## config.mk

```make
export PLATFORM = sky130hd
export DESIGN_NAME = ccr_device_end_flat
export DESIGN_NICKNAME = d
export VERILOG_FILES = /design/src/rtl/ccr_pkg.sv /design/src/rtl/ccr_link_if.sv /design/src/rtl/ccr_device_end.sv /design/src/flat_wrapper.sv
export VERILOG_INCLUDE_DIRS = /design/src /design/src/rtl
export SDC_FILE = /design/constraint.sdc
export NUM_CORES = 1
export LEC_CHECK = 0
export ABC_AREA = 0
export BUFFER_PORTS_ARGS = -buffer_cell sky130_fd_sc_hd__buf_2
export CORE_AREA = 2 2 117 119
export DETAILED_ROUTE_END_ITERATION = 8
export DIE_AREA = 0 0 119 121
export GPL_TIMING_DRIVEN = 0
export HOLD_SLACK_MARGIN = 0.05
export PLACE_DENSITY = 0.64
export SLEW_MARGIN = 10
export SYNTH_ARGS = -nofsm -noshare
export SYNTH_HDL_FRONTEND = slang
export SYNTH_SLANG_ARGS = --single-unit
```

## constraint.sdc

```tcl
create_clock -name clk -period 4.58 [get_ports clk]
set_input_delay 0.916 -clock clk [delete_from_list [all_inputs] [get_ports clk]]
set_output_delay 0.916 -clock clk [all_outputs]
set_load 0.05 [all_outputs]
```

## src/rtl/ccr_defines.svh

```systemverilog
// offsets, field positions, reset values and timing counts of the converter link
`ifndef CCR_DEFINES_SVH
`define CCR_DEFINES_SVH

// frame layout
`define CCR_CMD_BITS 24
`define CCR_PEC_BITS 32
`define CCR_RW_BIT 23
`define CCR_ADDR_HI_BIT 22
`define CCR_ADDR_LO_BIT 21
`define CCR_SEL_MSB 20
`define CCR_SEL_LSB 16
`define CCR_NOP_WORD 24'h3CE000

// read/write select codes
`define CCR_SEL_SLEW_BASE 5'h14
`define CCR_SEL_BOOST 5'h1A

// converter control fields
`define CCR_COMP_BIT 6
`define CCR_PHASE_LSB 4
`define CCR_FREQ_LSB 2
`define CCR_LIMIT_LSB 0
`define CCR_COMP_RESET 1'b0
`define CCR_PHASE_RESET 2'h0
`define CCR_FREQ_RESET 2'h1
`define CCR_LIMIT_RESET 2'h0

// slew register fields
`define CCR_SLEW_EN_BIT 12
`define CCR_SLEW_RATE_LSB 3
`define CCR_SLEW_STEP_LSB 0

// converter switching, quarter periods of the system clock
`define CCR_CLK_HZ 250000000
`define CCR_OSC_HZ 13000000
`define CCR_F250_HZ 250000
`define CCR_F410_HZ 410000
`define CCR_F650_HZ 650000
`define CCR_QUARTER(f) (`CCR_CLK_HZ / ((f) * 4))

// serial clock timing
`define CCR_CLK_NS 4
`define CCR_SCLK_PERIOD_NS 34
`define CCR_SCLK_HALF_CYC ((`CCR_SCLK_PERIOD_NS + 2 * `CCR_CLK_NS - 1) / (2 * `CCR_CLK_NS))

// host register offsets
`define CCR_OFS_CTRL 8'h00
`define CCR_OFS_CMD 8'h04
`define CCR_OFS_RX 8'h08
`define CCR_OFS_STATUS 8'h0C
`define CCR_CTRL_PEC_BIT 0
`define CCR_STAT_BUSY_BIT 0
`define CCR_STAT_DONE_BIT 1

`endif

```

## src/rtl/ccr_pkg.sv

```systemverilog
// host sequencer state type, plus the crc type and crc helper shared by both link ends
package ccr_pkg;

	typedef enum logic [2:0] {
		HOST_IDLE,
		HOST_LEAD,
		HOST_LOW,
		HOST_HIGH,
		HOST_TAIL
	} ccr_host_state_t;

	typedef logic [7:0] ccr_crc_t;

	// crc-8, polynomial x^8+x^2+x+1, zero seed, msb first
	function automatic ccr_crc_t ccr_crc8(input logic [23:0] data);
		ccr_crc_t c;
		logic fb;
		c = 8'h00;
		for (int i = 23; i >= 0; i--) begin
			fb = c[7] ^ data[i];
			c = {c[6:0], 1'b0} ^ (fb ? 8'h07 : 8'h00);
		end
		return c;
	endfunction

endpackage

```

## src/rtl/ccr_link_if.sv

```systemverilog
// four-wire serial link between host and converter device
`timescale 1ns/1ps
interface ccr_link_if;
	logic sclk;
	logic syncN;
	logic sdi;
	logic sdo;

	modport host (
		output sclk,
		output syncN,
		output sdi,
		input sdo
	);

	modport dev (
		input sclk,
		input syncN,
		input sdi,
		output sdo
	);
endinterface

```

## src/rtl/ccr_device_end.sv

```systemverilog
// converter device end: control decode, slew settings and serial readback
//
// Contract
// - comp bit 0 internal resistor, 1 bypass
// - phase code sets channel switching edges
// - freq code picks 250/410/650 kHz switching
// - limit code picks maximum boost voltage
// - slew settings independent per channel
// - read/write bit 1 starts readback
// - address bits plus select pick register
// - host may send any don't-care bits
// - host follows read with nop or read
// - readback: 8 undefined bits, 16 data
// - sdo changes on rise, sampled on fall
// - pec adds crc byte, 32 bits total
// - host keeps sclk idle between frames
// - read frame bit layout is fixed
// - nop word is 0x3CE000
// - control register field positions
// - slew register field positions
//
// Added by the designer: the address map and the APB interface to the registers.
`timescale 1ns/1ps
`include "ccr_defines.svh"
module ccr_device_end #(
	parameter int NCH = 4
) (
	// clock and reset
	input wire logic clk,
	input wire logic rst_n,
	// serial link
	ccr_link_if.dev link,
	// straps and mode
	input wire logic devAddrHi,
	input wire logic devAddrLo,
	input wire logic pecEnable,
	// converter controls
	output logic compBypass,
	output logic [1:0] phaseSelect,
	output logic [1:0] freqSelect,
	output logic [1:0] boostLimit,
	output logic [NCH-1:0] chanSwitch,
	// slew controls, channel a in the low bits
	output logic [NCH-1:0] slewEnable,
	output logic [4*NCH-1:0] slewRate,
	output logic [3*NCH-1:0] slewStep
);

	if (NCH != 4) begin : g_chk
		$error("ccr_device_end serves exactly four channels");
	end

	// link edge detection
	logic sclkPrev_reg;
	logic syncPrev_reg;
	wire inFrame = ~link.syncN;
	wire sclkRise = link.sclk & ~sclkPrev_reg;
	wire sclkFall = ~link.sclk & sclkPrev_reg;
	wire frameStart = syncPrev_reg & ~link.syncN;
	wire frameEnd = ~syncPrev_reg & link.syncN;

	always_ff @(posedge clk) begin
		if (!rst_n) begin
			sclkPrev_reg <= 1'b1;
			syncPrev_reg <= 1'b1;
		end else begin
			sclkPrev_reg <= link.sclk;
			syncPrev_reg <= link.syncN;
		end
	end

	// command shift-in
	logic [23:0] rxShift_reg;
	logic [5:0] rxCount_reg;
	wire rxFull = rxCount_reg == 6'(`CCR_CMD_BITS);

	always_ff @(posedge clk) begin
		if (!rst_n) begin
			rxShift_reg <= 24'h000000;
			rxCount_reg <= 6'h00;
		end else if (frameStart) begin
			rxCount_reg <= 6'h00;
		end else if (inFrame && sclkFall && !rxFull) begin
			rxShift_reg <= {rxShift_reg[22:0], link.sdi};
			rxCount_reg <= rxCount_reg + 6'h01;
		end
	end

	// command decode; extra pec bits from the host are dropped
	// fixed read frame layout
	wire cmdRead = rxShift_reg[`CCR_RW_BIT];
	wire [4:0] cmdSel = rxShift_reg[`CCR_SEL_MSB:`CCR_SEL_LSB];
	wire [15:0] cmdData = rxShift_reg[15:0];
	wire addrHit = (rxShift_reg[`CCR_ADDR_HI_BIT] == devAddrHi) &&
		(rxShift_reg[`CCR_ADDR_LO_BIT] == devAddrLo);
	wire isNop = rxShift_reg == `CCR_NOP_WORD;
	wire cmdDone = frameEnd && rxFull && addrHit;
	wire readCmd = cmdDone && cmdRead;
	wire writeCmd = cmdDone && !cmdRead && !isNop;
	wire wrBoost = writeCmd && (cmdSel == `CCR_SEL_BOOST);
	wire wrSlew = writeCmd && (cmdSel[4:2] == 3'(`CCR_SEL_SLEW_BASE >> 2));
	wire [1:0] wrChan = cmdSel[1:0];

	// converter control register
	logic comp_reg;
	logic [1:0] phase_reg;
	logic [1:0] freq_reg;
	logic [1:0] limit_reg;

	always_ff @(posedge clk) begin
		if (!rst_n) begin
			comp_reg <= `CCR_COMP_RESET;
			phase_reg <= `CCR_PHASE_RESET;
			freq_reg <= `CCR_FREQ_RESET;
			limit_reg <= `CCR_LIMIT_RESET;
		end else if (wrBoost) begin
			comp_reg <= cmdData[`CCR_COMP_BIT];
			phase_reg <= cmdData[`CCR_PHASE_LSB +: 2];
			freq_reg <= cmdData[`CCR_FREQ_LSB +: 2];
			limit_reg <= cmdData[`CCR_LIMIT_LSB +: 2];
		end
	end

	// slew registers, one slice per channel
	logic [NCH-1:0] slewEn_reg;
	logic [4*NCH-1:0] slewRate_reg;
	logic [3*NCH-1:0] slewStep_reg;

	always_ff @(posedge clk) begin
		if (!rst_n) begin
			slewEn_reg <= '0;
			slewRate_reg <= '0;
			slewStep_reg <= '0;
		end else if (wrSlew) begin
			slewEn_reg[wrChan] <= cmdData[`CCR_SLEW_EN_BIT];
			slewRate_reg[wrChan*4 +: 4] <= cmdData[`CCR_SLEW_RATE_LSB +: 4];
			slewStep_reg[wrChan*3 +: 3] <= cmdData[`CCR_SLEW_STEP_LSB +: 3];
		end
	end

	// readback request
	logic rdPending_reg;
	logic [4:0] rdSel_reg;

	always_ff @(posedge clk) begin
		if (!rst_n) begin
			rdPending_reg <= 1'b0;
			rdSel_reg <= 5'h00;
		end else if (frameEnd) begin
			// any completed frame consumes a pending readback
			rdPending_reg <= readCmd;
			if (readCmd) begin
				rdSel_reg <= cmdSel;
			end
		end
	end

	// readback data selection; other registers live outside this block
	wire selSlew = rdSel_reg[4:2] == 3'(`CCR_SEL_SLEW_BASE >> 2);
	wire selBoost = rdSel_reg == `CCR_SEL_BOOST;
	wire [1:0] rdChan = rdSel_reg[1:0];
	wire [15:0] boostWord = {9'h000, comp_reg, phase_reg, freq_reg, limit_reg};
	wire [15:0] slewWord = {3'h0, slewEn_reg[rdChan], 5'h00,
		slewRate_reg[rdChan*4 +: 4], slewStep_reg[rdChan*3 +: 3]};
	wire [15:0] rdData = selBoost ? boostWord : (selSlew ? slewWord : 16'h0000);
	wire [23:0] rdFrame = {8'h00, rdData};
	wire [7:0] rdCrc = pecEnable ? ccr_pkg::ccr_crc8(rdFrame) : 8'h00;
	wire [31:0] txWord = rdPending_reg ? {rdFrame, rdCrc} : 32'h00000000;

	// serial output shifter
	logic [31:0] txShift_reg;
	logic sdo_reg;

	always_ff @(posedge clk) begin
		if (!rst_n) begin
			txShift_reg <= 32'h00000000;
			sdo_reg <= 1'b0;
		end else if (frameStart) begin
			sdo_reg <= txWord[31];
			txShift_reg <= {txWord[30:0], 1'b0};
		end else if (inFrame && sclkRise) begin
			sdo_reg <= txShift_reg[31];
			txShift_reg <= {txShift_reg[30:0], 1'b0};
		end else if (!inFrame) begin
			sdo_reg <= 1'b0;
		end
	end

	// converter switching clocks: a quarter-period counter
	// reserved code falls back to default rate
	wire [9:0] quarterLen = (freq_reg == 2'h0) ? 10'(`CCR_QUARTER(`CCR_F250_HZ)) :
		(freq_reg == 2'h2) ? 10'(`CCR_QUARTER(`CCR_F650_HZ)) :
		10'(`CCR_QUARTER(`CCR_F410_HZ));
	logic [9:0] divCnt_reg;
	logic [1:0] quad_reg;

	always_ff @(posedge clk) begin
		if (!rst_n) begin
			divCnt_reg <= 10'h000;
			quad_reg <= 2'h0;
		end else if (divCnt_reg >= quarterLen - 10'h001) begin
			divCnt_reg <= 10'h000;
			quad_reg <= quad_reg + 2'h1;
		end else begin
			divCnt_reg <= divCnt_reg + 10'h001;
		end
	end

	// quarter offsets d,c,b,a per phase code
	wire [7:0] phaseOffs = (phase_reg == 2'h1) ? 8'hA0 :
		(phase_reg == 2'h2) ? 8'h88 :
		(phase_reg == 2'h3) ? 8'hE4 : 8'h00;
	logic [NCH-1:0] chanSwitch_reg;
	wire [NCH-1:0] chanSwitch_next;

	// one process writes the whole vector, so each bit has one driver
	for (genvar ch = 0; ch < NCH; ch++) begin : g_sw
		wire [1:0] rel = quad_reg - phaseOffs[ch*2 +: 2];
		assign chanSwitch_next[ch] = ~rel[1];
	end

	always_ff @(posedge clk) begin
		if (!rst_n) begin
			chanSwitch_reg <= '0;
		end else begin
			chanSwitch_reg <= chanSwitch_next;
		end
	end

	// outputs, all from flops
	assign link.sdo = sdo_reg;
	assign compBypass = comp_reg;
	assign phaseSelect = phase_reg;
	assign freqSelect = freq_reg;
	assign boostLimit = limit_reg;
	assign chanSwitch = chanSwitch_reg;
	assign slewEnable = slewEn_reg;
	assign slewRate = slewRate_reg;
	assign slewStep = slewStep_reg;

endmodule

```

## src/flat_wrapper.sv

```systemverilog
// flat-port wrapper written by rule: the top's interface ports become plain ports
module ccr_device_end_flat 
#(
	parameter int NCH = 4
)
  (clk, rst_n, devAddrHi, devAddrLo, pecEnable, compBypass, phaseSelect, freqSelect, boostLimit, chanSwitch, slewEnable, slewRate, slewStep, link_sclk, link_syncN, link_sdi, link_sdo);
  ccr_link_if link_i ();
  input wire logic clk;
  input wire logic rst_n;
  input wire logic devAddrHi;
  input wire logic devAddrLo;
  input wire logic pecEnable;
  output logic compBypass;
  output logic [1:0] phaseSelect;
  output logic [1:0] freqSelect;
  output logic [1:0] boostLimit;
  output logic [NCH-1:0] chanSwitch;
  output logic [NCH-1:0] slewEnable;
  output logic [4*NCH-1:0] slewRate;
  output logic [3*NCH-1:0] slewStep;
  input wire logic [$bits(link_i.sclk)-1:0] link_sclk;
  input wire logic [$bits(link_i.syncN)-1:0] link_syncN;
  input wire logic [$bits(link_i.sdi)-1:0] link_sdi;
  output wire logic [$bits(link_i.sdo)-1:0] link_sdo;
  assign link_i.sclk = link_sclk;
  assign link_i.syncN = link_syncN;
  assign link_i.sdi = link_sdi;
  assign link_sdo = link_i.sdo;
  ccr_device_end #(.NCH(NCH)) u_core (.clk(clk), .rst_n(rst_n), .link(link_i), .devAddrHi(devAddrHi), .devAddrLo(devAddrLo), .pecEnable(pecEnable), .compBypass(compBypass), .phaseSelect(phaseSelect), .freqSelect(freqSelect), .boostLimit(boostLimit), .chanSwitch(chanSwitch), .slewEnable(slewEnable), .slewRate(slewRate), .slewStep(slewStep));
endmodule
```

==> results.py <==
metrics = {
    "status": {
        "status": "finished clean",
    },
    "logic_synthesis": {
        "synth.top_cells.by_count": "125 x dfxtp_1, 108 x nand2_1, 56 x a21oi_1",
        "synth.area.top_cells": "dfxtp_1 43%, nand2_1 7.0%, mux2i_1 6.8%, a21oi_1 4.9%, nand3_1 4.3%",
        "synth_top_area_share_pct": 43.5,
        "synth_most_common_cell": "dfxtp_1",
        "synth_edf_count": 0,
        "yosysTopAreaCell": "dfxtp_1",
        "synthDistinctLibCells": 57,
        "synth_flop_cell": "dfxtp_1",
        "async_flop_share_pct": 0,
        "synth_area_per_cell_sq_um": 8.73,
        "synth_seq_cells": 125,
        "seq_area_frac_synth_pct": 43.5,
        "synth_warnings": 0,
        "synth_area_sq_mm": 0.00576,
        "syn_inst": 659,
    },
    "clocking": {
        "cts_resized": 0,
        "ctsHtreeMaxLevel": 4,
        "cts_tree": "yes",
        "clk_latency_ns": 0.42,
        "clk_transition_reported_paths_ns": 0.06,
        "numCtsBuffers": 17,
        "hold_buffers": 0,
        "cts_sinks": 125,
        "cts_buffer_depth": 2,
        "cts-root-buf": "clkbuf_16",
        "post_cts_buffers": 0,
    },
    "worst_setup_path": {
        "crit_path_start_kind": "register",
        "criticalPathCategory": "register to register",
        "crit_chain": "clkbuf_1 > inv_1 > ha_1 > nor4bb_1 > and4_2 > a2111oi_4 > and3_4 > and2_1 > buf_6 > mux2i_1",
        "r2r_cells": 10,
        "cpPeakStageDelay_ns": 0.52,
        "cp_max_fo": 8,
        "end_kind": "register",
        "crit_required_ns": 4.92,
        "critPathSlowestCell": "a2111oi_4",
        "arrival_ns": 3.40,
    },
    "pwr": {
        "total_power_uw": 2440,
        "power_density_mw_per_mm2": 361,
        "ir_drop_uv": 226,
        "p_leak_uw": 0.00260,
    },
    "timing": {
        "fin_crit_ns": 3.05,
        "fin_crit_sh_pct": 66.7,
        "finClkSkew_ns": 0.00705,
        "fin_ws_ns": 1.53,
        "tns_ns": 0,
        "setup_viol_count_final": 0,
        "max_freq_mhz": 327,
        "drv_slew": 0,
        "tightest_slew_ns": 1.00,
        "rsz0062_at_grt": "no",
        "final-hold-violation-count": 0,
        "slew-limit-headroom_pct": 32.9,
    },
    "grt": {
        "grt_pass1_wl_microns": 24500,
        "grt_pass1_vias": 4700,
        "grt_max_degree": 17,
        "grt_usage_pct": 21.9,
        "antenna_found_initial": 0,
        "overflow": 0,
    },
    "die": {
        "start_util_pct": 44.0,
        "rows": 42,
        "die-area_sq_mm": 0.0144,
        "die_w_microns": 119,
        "ioPinCount": 52,
        "die_h_microns": 121,
        "core-area_sq_mm": 0.0131,
    },
    "placement": {
        "post_dp_cell_area_sq_mm": 0.00622,
        "routabilityCongestion": 0.841,
        "dp_slack_ns": 1.55,
        "hpwlAfterDp_microns": 10800,
        "place_inst": 885,
        "io_buffer_count": 49,
    },
    "routing": {
        "num_vias": 4982,
        "first_iter_violations": 384,
        "postRouteAntennaNets": 0,
        "vias_per_cell": 5.43,
        "routedWlPerCell_microns": 16.5,
        "route.detailed.drc": 0,
        "first_pass_iters": 5,
        "routed_wl_microns": 15100,
    },
    "layout": {
        "largest_register_ff_count": 31,
        "fin_nets": 752,
        "area_delta_synth_final_pct": 17.3,
        "final_cells": 917,
        "num-fill-cells": 1227,
        "drive_above_1_share_pct": 14.3,
        "postLayoutCellArea_sq_mm": 0.00675,
        "insertedDiodeCount": 0,
    },
    "job": {
        "max-cap-violations": 0,
    },
    "worst_hold_path": {
        "hold_class": "register to register",
        "min_path_cells": 2,
    },
}
[logic make-up (layout without fill, tap and decap cells)]
kind of cell	count (synthesis)	after routing	share of synthesized area [%]
XOR/XNOR	25	25	3.80
AND/OR/NAND/NOR	269	269	22.3
buffers and inverters	59	140	4.37
AO/OA/AOI/OAI	117	117	12.5
adder cells (fa/ha/maj)	16	16	3.48
multiplexers	47	47	9.91
other	1	2	0.0652
flip-flops	125	125	43.5
[layer usage]
layer / up-vias / track usage [%] / part of all wire, %
li1: 2416 / - / -
met1: 2402 / 28.9 / 46
met2: 141 / 35.7 / 48
met3: 23 / 4.70 / 4.6
met4: 0 / 7.59 / 1.6
met5: - / 0 / 0
[report_power, final]
group          total [uW]  internal, uW  switching [uW]  leakage, uW
logic                 107          27.7            79.6      0.00133
clock network        1220           753             468     0.000262
registers            1110          1100            8.00      0.00101
[final cells by class]
type                            count  area, sq um  share of cell area [%]
Inverter                           11         41.3                   0.611
Clock inverter                      8         67.6                    1.00
Clock buffer                       24          462                    6.84
Multi-Input combinational cell    476         3010                    44.5
Buffer                             48          210                    3.11
Tap cell                          176          220                    3.26
Sequential cell                   125         2500                    37.1
Timing Repair Buffer               49          245                    3.63
[metrics by stage]
| stage | util (%) | hold WS (ns) |
|---|---|---|
| after global placement | 47.6 | 0.440 |
| final | 51.6 | 0.452 |
| after detailed placement | 47.6 | 0.446 |
| after CTS | 51.6 | 0.455 |
| after global routing | 51.6 | 0.475 |
| after floorplan | - | 0.429 |
[critical path, delay by kind of cell, from the launching register on]
| family | cells | cell delay [ns] |
|---|---|---|
| mux | 1 | 0.22 |
| simple gates | 4 | 0.87 |
| fa+ha+maj | 1 | 0.31 |
| compound gates | 1 | 0.52 |
| flops | 1 | 0.39 |
| buf+inv | 3 | 0.66 |
[cells in the final DEF, fill, tap and decap left out, types with 6 or more instances in the layout]
cell type  count
a21oi_1       56
nand2_1      108
nand3_1       50
xor2_1        15
a211oi_1       7
xnor2_1       10
buf_2         51
mux2i_1       39
o21ai_0       21
inv_1         11
dfxtp_1      125
clkinv_2       6
o211ai_1       6
mux4_2         8
a22oi_1        6
clkbuf_16     17
nor2_1        50
nor2b_1        6
clkbuf_1      43
ha_1          16
[path summary, 6_finish.rpt]
check                           slack, ns                     end                   start
worst max-delay path                 1.53     u_core.slewStep[10]  u_core.rxShift_reg[16]
worst min-delay path                 0.45  u_core.txShift_reg[19]  u_core.txShift_reg[18]
worst max register to register       1.53     u_core.slewStep[10]  u_core.rxShift_reg[16]
worst min register to register       0.45  u_core.txShift_reg[19]  u_core.txShift_reg[18]
(Power assumes the default switching activity.)
